--- src/hw/icf_pkg.sv ---
package icf_pkg;
  localparam int ADDR_W = 16;
  localparam int DATA_W = 32;
  localparam int REG_W = 8;
  localparam int IDX_LSB = 2;
  localparam int IDX_W = ADDR_W - IDX_LSB;
  localparam int NFLAG = 4;
  localparam int EXT_N = 3;
  localparam int SEL_STRIDE = 4;
  localparam int SEL_REG_W = SEL_STRIDE * EXT_N;

  // Register indices; the byte address is four times the index
  localparam logic [IDX_W-1:0] IDX_FLAGS [NFLAG] =
    '{14'h0ECA, 14'h0ECB, 14'h0ECC, 14'h0ECD};
  localparam logic [IDX_W-1:0] IDX_EN [NFLAG] =
    '{14'h0EC2, 14'h0EC3, 14'h0EC4, 14'h0EC5};
  localparam logic [IDX_W-1:0] IDX_PRIO [NFLAG] =
    '{14'h0EBA, 14'h0EBB, 14'h0EBC, 14'h0EBD};
  localparam logic [IDX_W-1:0] IDX_INTERRUPT_CONTROL = 14'h0FF2;
  localparam logic [IDX_W-1:0] IDX_PINCHG = 14'h0E80;
  localparam logic [IDX_W-1:0] IDX_EXTSEL = 14'h0E81;

  // Implemented bits per flag register, and the read-only ones
  localparam logic [REG_W-1:0] FLAG_MASK [NFLAG] =
    '{8'h37, 8'hC3, 8'hC3, 8'h33};
  localparam logic [REG_W-1:0] FLAG_RO [NFLAG] =
    '{8'h10, 8'h00, 8'h00, 8'h30};
  // Sources allowed to wake from sleep
  localparam logic [REG_W-1:0] WAKE_MASK [NFLAG] =
    '{8'hFF, 8'hBF, 8'hFF, 8'hFF};

  localparam int GIE_B = 7;
  localparam int PEIE_B = 6;
  localparam int PRIORITY_MODE_ENABLE_B = 5;
  localparam int EDGE0_B = 0;
  localparam logic [REG_W-1:0] INTERRUPT_CONTROL_MASK = 8'hE7;
  localparam logic [REG_W-1:0] INTERRUPT_CONTROL_RST = 8'h07;
  localparam logic [SEL_REG_W-1:0] EXTSEL_RST = 12'h210;

  localparam int F0 = 0;
  localparam int F1 = 1;
  localparam int F2 = 2;
  localparam int F3 = 3;
  localparam int TMR0_B = 5;
  localparam int PINCHG_B = 4;
  localparam int EXT0_B = 0;
  localparam int OSCF_B = 7;
  localparam int CSW_B = 6;
  localparam int CTHR_B = 1;
  localparam int CDONE_B = 0;
  localparam int VDET_B = 7;
  localparam int ZC_B = 6;
  localparam int CMP0_B = 0;
  localparam int RX_B = 5;
  localparam int TX_B = 4;
  localparam int BCOL_B = 1;
  localparam int SYNC_B = 0;
endpackage

--- src/hw/icf_interrupt_ctrl.sv ---
`timescale 1ns/1ps
// Behaviour
// - Priority mode: global enable passes all; hardware clears it on high take.
// - Single level: global enable passes all; hardware clears it on any take.
// - Priority mode: bit 6 gates low priority; cleared on low take.
// - Single level: bit 6 gates every peripheral source.
// - Bit 5 selects two priority levels or one level.
// - Edge select bits 0..2: one rising, zero falling.
// - Flags set on their events whatever the enables say.
// - Timer zero overflow sets bit 5; software clears it.
// - Pin change bit 4 is read-only, the OR of per-pin flags.
// - Selected edge on external input sets flag bits 0..2.
// - Single level: timer, pin change and external sources ignore peripheral enable.
// - Each external input comes from a pin chosen by a select register.
// - Oscillator failure selects internal fast oscillator and sets bit 7.
// - New oscillator ready sets clock switch bit 6; software clears.
// - Clock switch flag never wakes the device from sleep.
// - Converter threshold event sets bit 1; software clears.
// - Conversion done sets bit 0; software clears.
// - Zero-cross change sets bit 6; voltage detect sets bit 7.
// - Comparator output change sets bits 0 and 1; software clears.
// - Receive bit 5 read-only, high while receive buffer holds data.
// - Transmit bit 4 high while transmit buffer is empty.
// - Bus collision sets bit 1; software clears.
// - Sync port transfer complete sets bit 0; software clears.
module icf_interrupt_ctrl #(
  parameter int NPIN = 8,
  parameter int SEL_W = 3
) (
  input wire logic ref_clk,
  input wire logic rst_b,
  input wire logic psel,
  input wire logic penable,
  input wire logic pwrite,
  input wire logic [icf_pkg::ADDR_W-1:0] paddr,
  input wire logic [icf_pkg::DATA_W-1:0] pwdata,
  output logic [icf_pkg::DATA_W-1:0] prdata,
  output logic pready,
  output logic pslverr,
  input wire logic timer_zero_ovf,
  input wire logic osc_fail_evt,
  input wire logic clk_switch_ready,
  input wire logic conv_threshold_evt,
  input wire logic conv_done_evt,
  input wire logic volt_detect_evt,
  input wire logic zero_cross_in,
  input wire logic [1:0] comparator_in,
  input wire logic serial_rx_full,
  input wire logic serial_tx_empty,
  input wire logic bus_collision_evt,
  input wire logic sync_port_done_evt,
  input wire logic [NPIN-1:0] pin_change_evt,
  input wire logic [NPIN-1:0] gpio_pin,
  input wire logic core_take,
  input wire logic core_take_high,
  output logic irq_high,
  output logic irq_low,
  output logic wake_req,
  output logic use_internal_fast_osc
);
  localparam int AW = NPIN + 3;
  localparam int ZC_I = NPIN;
  localparam int CMP_I = NPIN + 1;
  localparam int RW = icf_pkg::REG_W;
  localparam int NF = icf_pkg::NFLAG;

  function automatic logic hit(input logic [icf_pkg::ADDR_W-1:0] a,
                               input logic [icf_pkg::IDX_W-1:0] idx);
    hit = (a[icf_pkg::ADDR_W-1:icf_pkg::IDX_LSB] == idx);
  endfunction

  logic [RW-1:0] flags_r [NF], flags_nxt [NF], en_r [NF], prio_r [NF];
  logic [RW-1:0] set_v [NF], pend [NF], interrupt_control_r, interrupt_control_nxt, rd_byte;
  logic [NPIN-1:0] pin_r, pin_nxt;
  logic [icf_pkg::SEL_REG_W-1:0] extsel_r, rd_sel;
  logic [AW-1:0] s1_r, s2_r, s3_r, filt_r, chg;
  logic [icf_pkg::EXT_N-1:0] ext_hit;
  logic rd_sel_hit, mapped, wr_en, core_any, periph_any;
  logic hi_any, lo_any, wake_any, gie, peie, priority_mode_enable;

  assign gie = interrupt_control_r[icf_pkg::GIE_B];
  assign peie = interrupt_control_r[icf_pkg::PEIE_B];
  assign priority_mode_enable = interrupt_control_r[icf_pkg::PRIORITY_MODE_ENABLE_B];
  assign wr_en = psel & penable & pwrite & pready;

  ////////////////////////////////////////////////////////////////////////
  // Pin synchronisers; a change counts once stages two and three agree
  always_ff @(posedge ref_clk or negedge rst_b) begin
    if (!rst_b) begin
      {s1_r, s2_r, s3_r, filt_r} <= '0;
    end else begin
      s1_r <= {comparator_in, zero_cross_in, gpio_pin};
      s2_r <= s1_r;
      s3_r <= s2_r;
      for (int i = 0; i < AW; i++) begin
        if (s2_r[i] == s3_r[i]) begin
          filt_r[i] <= s3_r[i];
        end
      end
    end
  end

  always_comb begin
    for (int i = 0; i < AW; i++) begin
      chg[i] = (s2_r[i] == s3_r[i]) && (s3_r[i] != filt_r[i]);
    end
  end

  always_comb begin
    for (int k = 0; k < icf_pkg::EXT_N; k++) begin
      logic [SEL_W-1:0] sel;
      sel = extsel_r[k*icf_pkg::SEL_STRIDE +: SEL_W];
      ext_hit[k] = 1'b0;
      if (int'(sel) < NPIN) begin
        ext_hit[k] = chg[sel] &&
          (s3_r[sel] == interrupt_control_r[icf_pkg::EDGE0_B + k]);
      end
    end
  end

  ////////////////////////////////////////////////////////////////////////
  // Hardware events
  always_comb begin
    set_v = '{default: '0};
    set_v[icf_pkg::F0][icf_pkg::TMR0_B] = timer_zero_ovf;
    set_v[icf_pkg::F0][icf_pkg::EXT0_B +: icf_pkg::EXT_N] = ext_hit;
    set_v[icf_pkg::F1][icf_pkg::OSCF_B] = osc_fail_evt;
    set_v[icf_pkg::F1][icf_pkg::CSW_B] = clk_switch_ready;
    set_v[icf_pkg::F1][icf_pkg::CTHR_B] = conv_threshold_evt;
    set_v[icf_pkg::F1][icf_pkg::CDONE_B] = conv_done_evt;
    set_v[icf_pkg::F2][icf_pkg::VDET_B] = volt_detect_evt;
    set_v[icf_pkg::F2][icf_pkg::ZC_B] = chg[ZC_I];
    set_v[icf_pkg::F2][icf_pkg::CMP0_B +: 2] = chg[CMP_I +: 2];
    set_v[icf_pkg::F3][icf_pkg::BCOL_B] = bus_collision_evt;
    set_v[icf_pkg::F3][icf_pkg::SYNC_B] = sync_port_done_evt;
  end

  ////////////////////////////////////////////////////////////////////////
  // Flag registers
  always_comb begin
    logic [RW-1:0] wm;
    wm = '0;
    for (int i = 0; i < NF; i++) begin
      wm = (wr_en && hit(paddr, icf_pkg::IDX_FLAGS[i])) ?
        (icf_pkg::FLAG_MASK[i] & ~icf_pkg::FLAG_RO[i]) : '0;
      flags_nxt[i] = ((flags_r[i] & ~wm) | (pwdata[RW-1:0] & wm) |
                      set_v[i]) & icf_pkg::FLAG_MASK[i];
    end
    flags_nxt[icf_pkg::F0][icf_pkg::PINCHG_B] = |pin_nxt;
    flags_nxt[icf_pkg::F3][icf_pkg::RX_B] = serial_rx_full;
    flags_nxt[icf_pkg::F3][icf_pkg::TX_B] = serial_tx_empty;
  end

  always_ff @(posedge ref_clk or negedge rst_b) begin
    if (!rst_b) begin
      flags_r <= '{default: '0};
    end else begin
      flags_r <= flags_nxt;
    end
  end

  always_comb begin
    pin_nxt = pin_r | pin_change_evt;
    if (wr_en && hit(paddr, icf_pkg::IDX_PINCHG)) begin
      pin_nxt = pwdata[NPIN-1:0] | pin_change_evt;
    end
  end

  always_ff @(posedge ref_clk or negedge rst_b) begin
    if (!rst_b) begin
      pin_r <= '0;
    end else begin
      pin_r <= pin_nxt;
    end
  end

  ////////////////////////////////////////////////////////////////////////
  // Enables, priorities and pin select
  always_ff @(posedge ref_clk or negedge rst_b) begin
    if (!rst_b) begin
      en_r <= '{default: '0};
      prio_r <= '{default: '0};
      extsel_r <= icf_pkg::EXTSEL_RST;
    end else if (wr_en) begin
      for (int i = 0; i < NF; i++) begin
        if (hit(paddr, icf_pkg::IDX_EN[i])) begin
          en_r[i] <= pwdata[RW-1:0] & icf_pkg::FLAG_MASK[i];
        end
        if (hit(paddr, icf_pkg::IDX_PRIO[i])) begin
          prio_r[i] <= pwdata[RW-1:0] & icf_pkg::FLAG_MASK[i];
        end
      end
      if (hit(paddr, icf_pkg::IDX_EXTSEL)) begin
        extsel_r <= pwdata[icf_pkg::SEL_REG_W-1:0];
      end
    end
  end

  ////////////////////////////////////////////////////////////////////////
  // Interrupt control; a take in the same cycle as a write wins
  always_comb begin
    interrupt_control_nxt = interrupt_control_r;
    if (wr_en && hit(paddr, icf_pkg::IDX_INTERRUPT_CONTROL)) begin
      interrupt_control_nxt = pwdata[RW-1:0] & icf_pkg::INTERRUPT_CONTROL_MASK;
    end
    if (core_take) begin
      if (!priority_mode_enable) begin
        interrupt_control_nxt[icf_pkg::GIE_B] = 1'b0;
      end else if (core_take_high) begin
        interrupt_control_nxt[icf_pkg::GIE_B] = 1'b0;
      end else begin
        interrupt_control_nxt[icf_pkg::PEIE_B] = 1'b0;
      end
    end
  end

  always_ff @(posedge ref_clk or negedge rst_b) begin
    if (!rst_b) begin
      interrupt_control_r <= icf_pkg::INTERRUPT_CONTROL_RST;
    end else begin
      interrupt_control_r <= interrupt_control_nxt;
    end
  end

  ////////////////////////////////////////////////////////////////////////
  // Request generation
  always_comb begin
    {hi_any, lo_any, wake_any} = '0;
    for (int i = 0; i < NF; i++) begin
      pend[i] = flags_r[i] & en_r[i];
      hi_any = hi_any | (|(pend[i] & prio_r[i]));
      lo_any = lo_any | (|(pend[i] & ~prio_r[i]));
      wake_any = wake_any | (|(pend[i] & icf_pkg::WAKE_MASK[i]));
    end
    // first register not behind peripheral enable
    core_any = |pend[icf_pkg::F0];
    periph_any = |{pend[icf_pkg::F1], pend[icf_pkg::F2], pend[icf_pkg::F3]};
  end

  // priority mode selects the gating scheme
  // request only when all gates permit
  always_ff @(posedge ref_clk or negedge rst_b) begin
    if (!rst_b) begin
      irq_high <= 1'b0;
      irq_low <= 1'b0;
    end else if (priority_mode_enable) begin
      irq_high <= gie & hi_any;
      irq_low <= gie & peie & lo_any;
    end else begin
      irq_high <= gie & (core_any | (peie & periph_any));
      irq_low <= 1'b0;
    end
  end

  always_ff @(posedge ref_clk or negedge rst_b) begin
    if (!rst_b) begin
      wake_req <= 1'b0;
    end else begin
      wake_req <= wake_any;
    end
  end

  // fall back to internal fast oscillator until reset
  always_ff @(posedge ref_clk or negedge rst_b) begin
    if (!rst_b) begin
      use_internal_fast_osc <= 1'b0;
    end else if (osc_fail_evt) begin
      use_internal_fast_osc <= 1'b1;
    end
  end

  ////////////////////////////////////////////////////////////////////////
  // APB slave: answer latched in setup, ready in first access cycle
  always_comb begin
    {rd_byte, rd_sel, rd_sel_hit, mapped} = '0;
    for (int i = 0; i < NF; i++) begin
      if (hit(paddr, icf_pkg::IDX_FLAGS[i])) begin
        rd_byte = flags_r[i];
        mapped = 1'b1;
      end
      if (hit(paddr, icf_pkg::IDX_EN[i])) begin
        rd_byte = en_r[i];
        mapped = 1'b1;
      end
      if (hit(paddr, icf_pkg::IDX_PRIO[i])) begin
        rd_byte = prio_r[i];
        mapped = 1'b1;
      end
    end
    if (hit(paddr, icf_pkg::IDX_INTERRUPT_CONTROL)) begin
      rd_byte = interrupt_control_r;
      mapped = 1'b1;
    end
    if (hit(paddr, icf_pkg::IDX_PINCHG)) begin
      rd_byte = '0;
      rd_byte[NPIN-1:0] = pin_r;
      mapped = 1'b1;
    end
    if (hit(paddr, icf_pkg::IDX_EXTSEL)) begin
      rd_sel = extsel_r;
      rd_sel_hit = 1'b1;
      mapped = 1'b1;
    end
  end

  always_ff @(posedge ref_clk or negedge rst_b) begin
    if (!rst_b) begin
      {pready, pslverr, prdata} <= '0;
    end else begin
      pready <= psel & ~penable;
      pslverr <= psel & ~penable & ~mapped;
      if (psel && !penable) begin
        prdata <= rd_sel_hit ?
          {{(icf_pkg::DATA_W-icf_pkg::SEL_REG_W){1'b0}}, rd_sel} :
          {{(icf_pkg::DATA_W-RW){1'b0}}, rd_byte};
      end
    end
  end
endmodule

--- config.mk ---
export PLATFORM = sky130hd
export DESIGN_NAME = icf_interrupt_ctrl
export DESIGN_NICKNAME = d
export VERILOG_FILES = /design/src/hw/icf_pkg.sv /design/src/hw/icf_interrupt_ctrl.sv
export SDC_FILE = /design/constraint.sdc
export NUM_CORES = 1
export LEC_CHECK = 0
export BUFFER_PORTS_ARGS = -buffer_cell sky130_fd_sc_hd__buf_2
export CAP_MARGIN = 20
export CORE_ASPECT_RATIO = 1.25
export CORE_UTILIZATION = 57
export CTS_CLUSTER_DIAMETER = 200
export DETAILED_ROUTE_END_ITERATION = 7
export MAX_ROUTING_LAYER = met4
export PLACE_DENSITY = 0.8
export SKIP_LAST_GASP = 1
export SLEW_MARGIN = 20
export SYNTH_ARGS = -nofsm -noshare
export SYNTH_HDL_FRONTEND = slang
export SYNTH_SLANG_ARGS = --single-unit
--- constraint.sdc ---
create_clock -name ref_clk -period 3.4 [get_ports ref_clk]
set_clock_uncertainty 0.2 [all_clocks]
set_input_delay 0 -clock ref_clk [delete_from_list [all_inputs] [get_ports ref_clk]]
set_output_delay 0 -clock ref_clk [all_outputs]
set_load 0.03 [all_outputs]
# Word level (Yosys, flattened, before mapping)
# Index checks and enable logic that the tools add are counted.
# totals
reg_bits	159
inputBits	84
output_inout_bits	38
# classes
order_cmp	3
eq_ne	40
muxes	57
bitwise	60
reduce_logical	45
# ops
op	n
14-bit by 12-bit equality test with 1-bit output (second input constant)	15
8-bit 2-to-1 mux	15
8-bit OR reduction	12
8-bit bitwise AND	10
8-bit bitwise OR	6
6-bit bitwise AND	6
8-bit NOT	4
1-bit 2-to-1 mux	28
12-bit 2-to-1 mux	2
6-bit 2-to-1 mux	4
24-bit OR reduction	1
1-bit logical AND	21
1-bit binary-select mux with 3-bit select	6
2-bit AND reduction	9
6-bit by 8-bit bitwise AND with 8-bit output	2
6-bit NOT with 8-bit output	2
3-bit by 5-bit < comparator with 1-bit output (second input constant)	3
1-bit equality test	14
6-bit bitwise OR	2
1-bit inequality test	11
1-bit bitwise AND	10
1-bit bitwise OR	10
7-bit OR reduction	1
6-bit NOT	1
other kinds (6)	10

# Longest topological paths before layout
# Gate-level depths: netlist of the first run.
# logic_depth
word_depth	18
depth_mapped	8

# Least setup slack after synthesis of the first run
# Ideal clock, no wire load.
# synth_timing
path_type	register -> register
from	register pready
to	register flags_r[28] (netlist bit)
setup_ps	139
t_arrival_ps	2343
required_time_ps	3061
path_slack_ps	718
path_stages_with_launch	7
path_buffers	1
synth_period_minus_slack_ps	2682
path_cell_list	dfrtp_1 nand4_1 nand2b_2 buf_6 mux2i_1 or4_1 or4b_1
# synth_lines
item	line	source
start: declaration	icf_interrupt_ctrl.sv:38	output logic pready,
start signal: assignment	icf_interrupt_ctrl.sv:310	pready <= psel & ~penable;
end signal: assignment	icf_interrupt_ctrl.sv:158	flags_r <= flags_nxt;
end: declaration	icf_interrupt_ctrl.sv:72	logic [RW-1:0] flags_r [NF], flags_nxt [NF], en_r [NF], prio_r [NF];

==> results of run 1 <==
-- worst register-to-register path, cell delays in order, from the launching register on --
cell           delay (ns)
dfrtp_1              0.36
nand4_1              0.10
buf_4                0.21
nand2b_2             0.35
mux2i_1              0.19
dlygate4sd3_1        0.59
or4_1                0.51
or4b_1               0.46
-- report_power, final --
group | switching, W | internal [W] | total (W)
logic | 0.000221 | 0.000132 | 0.000353
clock network | 0.000798 | 0.000981 | 0.00178
registers | 0.0000406 | 0.00170 | 0.00174
total | 0.00106 | 0.00281 | 0.00387
-- cell families after synthesis --
family,count (synthesis)
AOI/OAI and AO/OA,116
xor gates and xnor gates,4
adders and majority gates,11
buffers and inverters,59
DFF,139
muxes,81
other,1
and+or+nand+nor,228
-- sequential cells by signal, summed over array words and instances, names as in the netlist --
| register | count |
|---|---|
| en_r | 17 |
| extsel_r | 12 |
| filt_r | 11 |
| flags_r | 17 |
| interrupt_control_r | 6 |
| irq_high | 1 |
| irq_low | 1 |
| pin_r | 8 |
| prdata | 12 |
| pready | 1 |
| prio_r | 17 |
| pslverr | 1 |
| s1_r | 11 |
| s2_r | 11 |
| s3_r | 11 |
| use_internal_fast_osc | 1 |
| wake_req | 1 |
-- metal layers --
metal / vias to the layer above / wire length [um] / global-route usage
met5: - / 0 / -
met4: 0 / 1420 / 0.247
met3: 89 / 1660 / 0.0711
met2: 392 / 12100 / 0.653
met1: 3143 / 8910 / 0.467
li1: 2652 / - / -
-- layout by cell type, fill, tap and decap left out, types with 4 or more instances in the layout --
cell type,instances
dfstp_2,5
conb_1,20
o2111ai_1,4
nor2_1,47
o22ai_1,18
dlygate4sd3_1,60
nand4_1,11
and3b_1,6
buf_4,17
nand3_1,23
a21oi_1,18
nand2_1,52
inv_1,9
a211o_1,8
clkbuf_16,17
nand2b_1,10
o211ai_1,7
buf_2,78
nor3_1,14
nor2b_1,8
inv_6,4
a22o_1,6
mux2_2,48
mux4_2,12
nor4_1,6
a31oi_1,12
a22oi_1,5
dfrtp_1,134
inv_8,4
o21ai_0,14
nand4b_1,4
maj3_1,11
mux2i_1,20
-- cell type report --
class,count,area share
clock buffer,18,0.0501
clock inverter,14,0.0144
inverter,10,0.00428
multi-input combinational,460,0.382
sequential,139,0.397
tap,164,0.0234
timing repair buffer,156,0.129
-- what timing repair did --
action                    CTS  global route
resized for setup           0             0
hold buffers               60             0
hold endpoints to repair  171             0
-- through the flow --
step                cells  hold WS, ns  setup WS [ns]  power, W
floorplan             658       -0.496          0.718   0.00193
CTS                   961      0.00169          0.354   0.00385
global route          961      0.00817          0.210   0.00396
global placement      869       -0.104          0.502   0.00204
finish                961      -0.0296          0.300   0.00387
detailed placement    869      -0.0904          0.505   0.00205
-- path summary, 6_finish.rpt --
path                                 start           to  slack, ns  cells after the start
setup / recovery                    pready  flags_r[28]       0.30                      7
hold / removal                       rst_b      pslverr      -0.03                      2
setup reg to reg                    pready  flags_r[28]       0.30                      7
hold reg to reg                    s1_r[0]      s2_r[0]       0.15                      0
max in group asynchronous            rst_b  flags_r[16]       1.98                      3
min in group ref_clk       serial_tx_empty   flags_r[4]       0.01                      2
==> reports/results.txt, run 1 <==
area of the multi-input gates: 0.00335 mm^2
Placed Area: 0.00760 mm^2
die width: 102 um
core area: 0.0121 mm^2
initial DRC count: 600
Synth cell types: 77
run status: finished with violations
Reg clk slew, reported paths: 0.06 ns
ant diodes: 0
sequential share of the synthesized area: 0.492
area grow syn2layout: 23.9%
final hold vios: 8
Tmin final: 3.10 ns
largest family of logic cells by synthesized area: simple AND/OR/NAND/NOR gates
Mapped Area: 0.00708 mm^2
Setup CP Type: reg2reg
WHS: -0.0296 ns
first-pass GRT wire length: 36000 um
Main synth FF type: dfrtp_1
gr usage total: 0.405
Yosys top cell by area: dfrtp_1
storage element area: 0.00348 mm^2
final worst path period share: 0.912
vias in the first global route: 6419
fill count: 825
IO Count: 122
async set-reset flop share out of synthesis: 1.00
crit end category: flop
clock buffer count from CTS: 17
drt wl/cell: 25.0 um
post-route core utilization: 0.724
mean area per synthesized cell: 11.1 um^2
die height: 127 um
Clock Tree Buf Depth: 2
Worst Hold Class: in2async
worst path cell trace: nand4_1 > buf_4 > nand2b_2 > mux2i_1 > dlygate4sd3_1 > or4_1 > or4b_1
clock latency on the worst-skew pair: 0.43 ns
VDD IR max: 0.450 mV
flops & latches, synth: 139
GP Congestion: 0.927
PD cells: 441 mW/mm^2
final antenna-violating net count: 0
final instance area: 0.00877 mm^2
CTS tree: done
Slew headroom: 0.356
fmax: 323 MHz
via count: 6276
DR pass1 iterations: 5
synth cell count leaders: dfrtp_1 (134), nand2_1 (52), mux2_2 (48), nor2_1 (47), nand3_1 (23)
CP Launch Type: flop
compound-cell area share of the yosys netlist: 0.114
total grt overflow: 0
port bufs: 79
share of post-route cells with drive strength above 1: 0.266
share of the synthesized area in the top cell type: 0.474
failing checks: negative hold slack
CP peak stage delay: 0.59 ns
die area: 0.0129 mm^2
initial core utilization: 0.585
DR vias/cell: 6.53
area share of fa/ha/maj cells after synthesis: 0.0156
CTS H-tree lvls: 4
Pins Over Slew Limit: 0
Final #Nets: 868
Clock Tree Root: clkbuf_16
Critical Path AT: 3.21 ns
Post-synth EDFFs: 0
post-DP HPWL: 15500 um
Final setup viols: 0
Critical Path Fanout Max: 10
initial antenna violation count: 0
CP top delay family: simple AND/OR/NAND/NOR gates
Post-Synthesis Cells: 639
Synth area leaders: dfrtp_1 (47%), mux2_2 (7.6%), mux4_2 (3.8%), mux2i_1 (2.8%), nand2_1 (2.8%)
leading cell type by number of instances after synthesis: dfrtp_1
Total Routed Length: 24000 um
clock sink count: 139
synth warn: 0
XOR/XNOR Fraction of Synth Area: 0.00495
largest net degree at the start of global routing: 87
std cell rows: 45
post-CTS setup repair buffer count: 0
Worst EP required: 3.51 ns
Pleak: 3.75 nW
slowest CP cell: dlygate4sd3_1
final setup TNS: 0 ns
Buf/Inv on CP: 2
worst-margin pin slew: 0.957 ns
simple-gate portion of the synthesized area: 0.183
multiplexer share of the synthesized area: 0.144
RSZ-0062 raised after global routing: false
DRC errors left: 0
MaxCap Viol Count: 0
No activity file was read; power rests on OpenSTA's default activity.
==> inputs of run 2 (changes only) <==
--- a/config.mk
+++ b/config.mk
@@ -5,14 +5,16 @@
 export SDC_FILE = /design/constraint.sdc
 export NUM_CORES = 1
 export LEC_CHECK = 0
+export ABC_AREA = 1
 export BUFFER_PORTS_ARGS = -buffer_cell sky130_fd_sc_hd__buf_2
 export CAP_MARGIN = 20
 export CORE_ASPECT_RATIO = 1.25
-export CORE_UTILIZATION = 57
+export CORE_UTILIZATION = 56
 export CTS_CLUSTER_DIAMETER = 200
 export DETAILED_ROUTE_END_ITERATION = 7
+export GPL_TIMING_DRIVEN = 0
 export MAX_ROUTING_LAYER = met4
-export PLACE_DENSITY = 0.8
+export PLACE_DENSITY = 0.79
 export SKIP_LAST_GASP = 1
 export SLEW_MARGIN = 20
 export SYNTH_ARGS = -nofsm -noshare
==> reports/results.txt, run 2 <==
run status: finished, final reports clean
DRC errors left: 0
initial antenna violation count: 0
most frequent cells in the layout: nand2_1 (221), dfrtp_1 (134), o21ai_0 (89)
clock sink count: 139
gr usage total: 0.356
core area: 0.0117 mm^2
min-delay src: gpio_pin[3]
die width: 101 um
Mapped Area: 0.00680 mm^2
mean area per synthesized cell: 8.13 um^2
Synth area leaders: dfrtp_1 (49%), nand2_1 (12%), o21ai_0 (6.6%), inv_1 (4.0%), a21oi_1 (3.7%)
RSZ-0062 raised after global routing: false
Post-synth EDFFs: 0
Pins Over Slew Limit: 0
Worst Hold Class: in2reg
final setup TNS: 0 ns
first-pass GRT wire length: 32600 um
initial core utilization: 0.580
Pleak: 4.23 nW
total grt overflow: 0
Final #Nets: 1105
Clock Tree Buf Depth: 2
DR vias/cell: 5.62
die area: 0.0126 mm^2
share of the synthesized area in the top cell type: 0.493
DR pass1 iterations: 5
std cell rows: 44
WHS Path Cells: 2
worst flop-to-flop path endpoint: flags_r[16]
Setup CP Type: in2reg
fmax: 353 MHz
Slew headroom: 0.460
flops & latches, synth: 139
slack of the worst reg-to-reg path: 0.68 ns
post-CTS setup repair buffer count: 0
Final setup viols: 0
drt wl/cell: 17.1 um
WHS: 0.0213 ns
clock latency on the worst-skew pair: 0.42 ns
Tmin final: 2.83 ns
MaxCap Viol Count: 0
Critical Path Fanout Max: 7
CP Launch Type: input pin
share of post-route cells with drive strength above 1: 0.160
async set-reset flop share out of synthesis: 1.00
Synth cell types: 47
Worst EP required: 3.55 ns
largest net degree at the start of global routing: 76
final worst path period share: 0.832
registers with the most flip-flops: en_r: 17 flops, flags_r: 17 flops, prio_r: 17 flops
leading cell type by number of instances after synthesis: nand2_1
CTS H-tree lvls: 4
clock buffer count from CTS: 17
crit end category: flop
die height: 125 um
synth warn: 0
via count: 6720
CTS tree: done
reg2reg start: pready
VDD IR max: 0.438 mV
Yosys top cell by area: dfrtp_1
initial DRC count: 497
Main synth FF type: dfrtp_1
Critical Path AT: 2.98 ns
vias in the first global route: 6667
synth cell count leaders: nand2_1 (221), dfrtp_1 (134), o21ai_0 (89), inv_1 (72), nor2_1 (61)
Hold Crit Endpoint: s1_r[3]
GP Congestion: 0.961
commonest non-fill, non-tap cell in the layout: nand2_1
PD cells: 456 mW/mm^2
final antenna-violating net count: 0
port bufs: 79
area grow syn2layout: 29.7%
Reg clk slew, reported paths: 0.06 ns
Reg2Reg Depth: 6
Post-Synthesis Cells: 836
post-DP HPWL: 13600 um
ant diodes: 0
sequential share of the synthesized area: 0.513
Total Routed Length: 20400 um
Clock Tree Root: clkbuf_16
IO Count: 122
worst-margin pin slew: 0.790 ns
final hold vios: 0
==> run 2: cell count changes in the layout (fill, tap and decap cells not counted), moves of 12 or more <==
cell,delta
mux2i_1,-20
nand3_1,+18
a21oi_1,+32
mux4_2,-12
mux2_2,-47
o21ai_0,+75
nor2_1,+14
inv_1,+63
clkbuf_1,+17
nand2_1,+169
==> run 2: layer usage <==
metal / track usage / up-vias / part of all wire
met4: 0.234 / 0 / 0.055
met1: 0.409 / 3105 / 0.38
met5: - / - / 0
li1: - / 3143 / -
met3: 0.0738 / 93 / 0.080
met2: 0.560 / 379 / 0.48
==> run 2: through the flow <==
stage	std cells	instance area [um^2]	power [W]	setup WS, ns	util
3_3_place_gp	1095	7460	0.00201	0.280	0.637
3_5_place_dp	1096	7500	0.00202	1.08	0.640
2_1_floorplan	855	6870	0.00189	1.49	-
6_report	1195	8820	0.00402	0.570	0.752
4_1_cts	1195	8820	0.00402	0.666	0.752
5_1_grt	1195	8820	0.00415	0.396	0.752
==> run 2: cell families (layout without fill, tap and decap cells) <==
family | count (synthesis) | count (layout) | share of synthesized area
compound gates | 197 | 197 | 0.164
xor+xnor | 3 | 3 | 0.00387
buf+inv | 118 | 297 | 0.0784
flops | 139 | 139 | 0.513
mux | 1 | 1 | 0.00166
other cells | 1 | 20 | 0.000552
simple gates | 377 | 377 | 0.238
==> run 2: worst max-delay path, cell delays in order <==
cell,delay (ns)
dlygate4sd3_1,0.54
buf_2,0.14
nor4_1,0.25
dlygate4sd3_1,0.59
nand2_1,0.13
nor2_1,0.47
o21ai_0,0.14
a31oi_1,0.17
dlygate4sd3_1,0.56
==> run 2: layout make-up <==
| class | count | area [um^2] |
|---|---|---|
| Clock buffer | 23 | 468 |
| Tap cell | 161 | 201 |
| Inverter | 83 | 312 |
| Fill cell | 869 | 2910 |
| Buffer | 35 | 221 |
| Clock inverter | 9 | 160 |
| Multi-Input combinational cell | 598 | 2850 |
| Sequential cell | 139 | 3480 |
| Timing Repair Buffer | 147 | 1120 |
==> run 2: worst max-delay path by stage <==
stage,startpoint,to,slack [ns],cells past startpoint
6_report,paddr[15],interrupt_control_r[6],0.57,9
3_3_place_gp,rst_b,s1_r[3],0.28,1
4_1_cts,paddr[15],interrupt_control_r[7],0.67,9
3_5_place_dp,paddr[15],prdata[4],1.08,13
5_1_grt,paddr[15],interrupt_control_r[7],0.40,9
2_1_floorplan,extsel_r[4],flags_r[25],1.49,8
==> run 2: report_power, final <==
part	switching [W]	internal, W	leakage (nW)	total (W)
Combinational	0.000205	0.000131	2.25	0.000335
Sequential	0.0000203	0.00169	1.68	0.00171
Clock	0.000699	0.00127	0.306	0.00197
==> run 2: repair_timing <==
item                                    CTS  global route
endpoints found under the setup margin    0             0
hold endpoints to repair                215             0
hold buffers                             67             0
gates resized for setup                   0             0
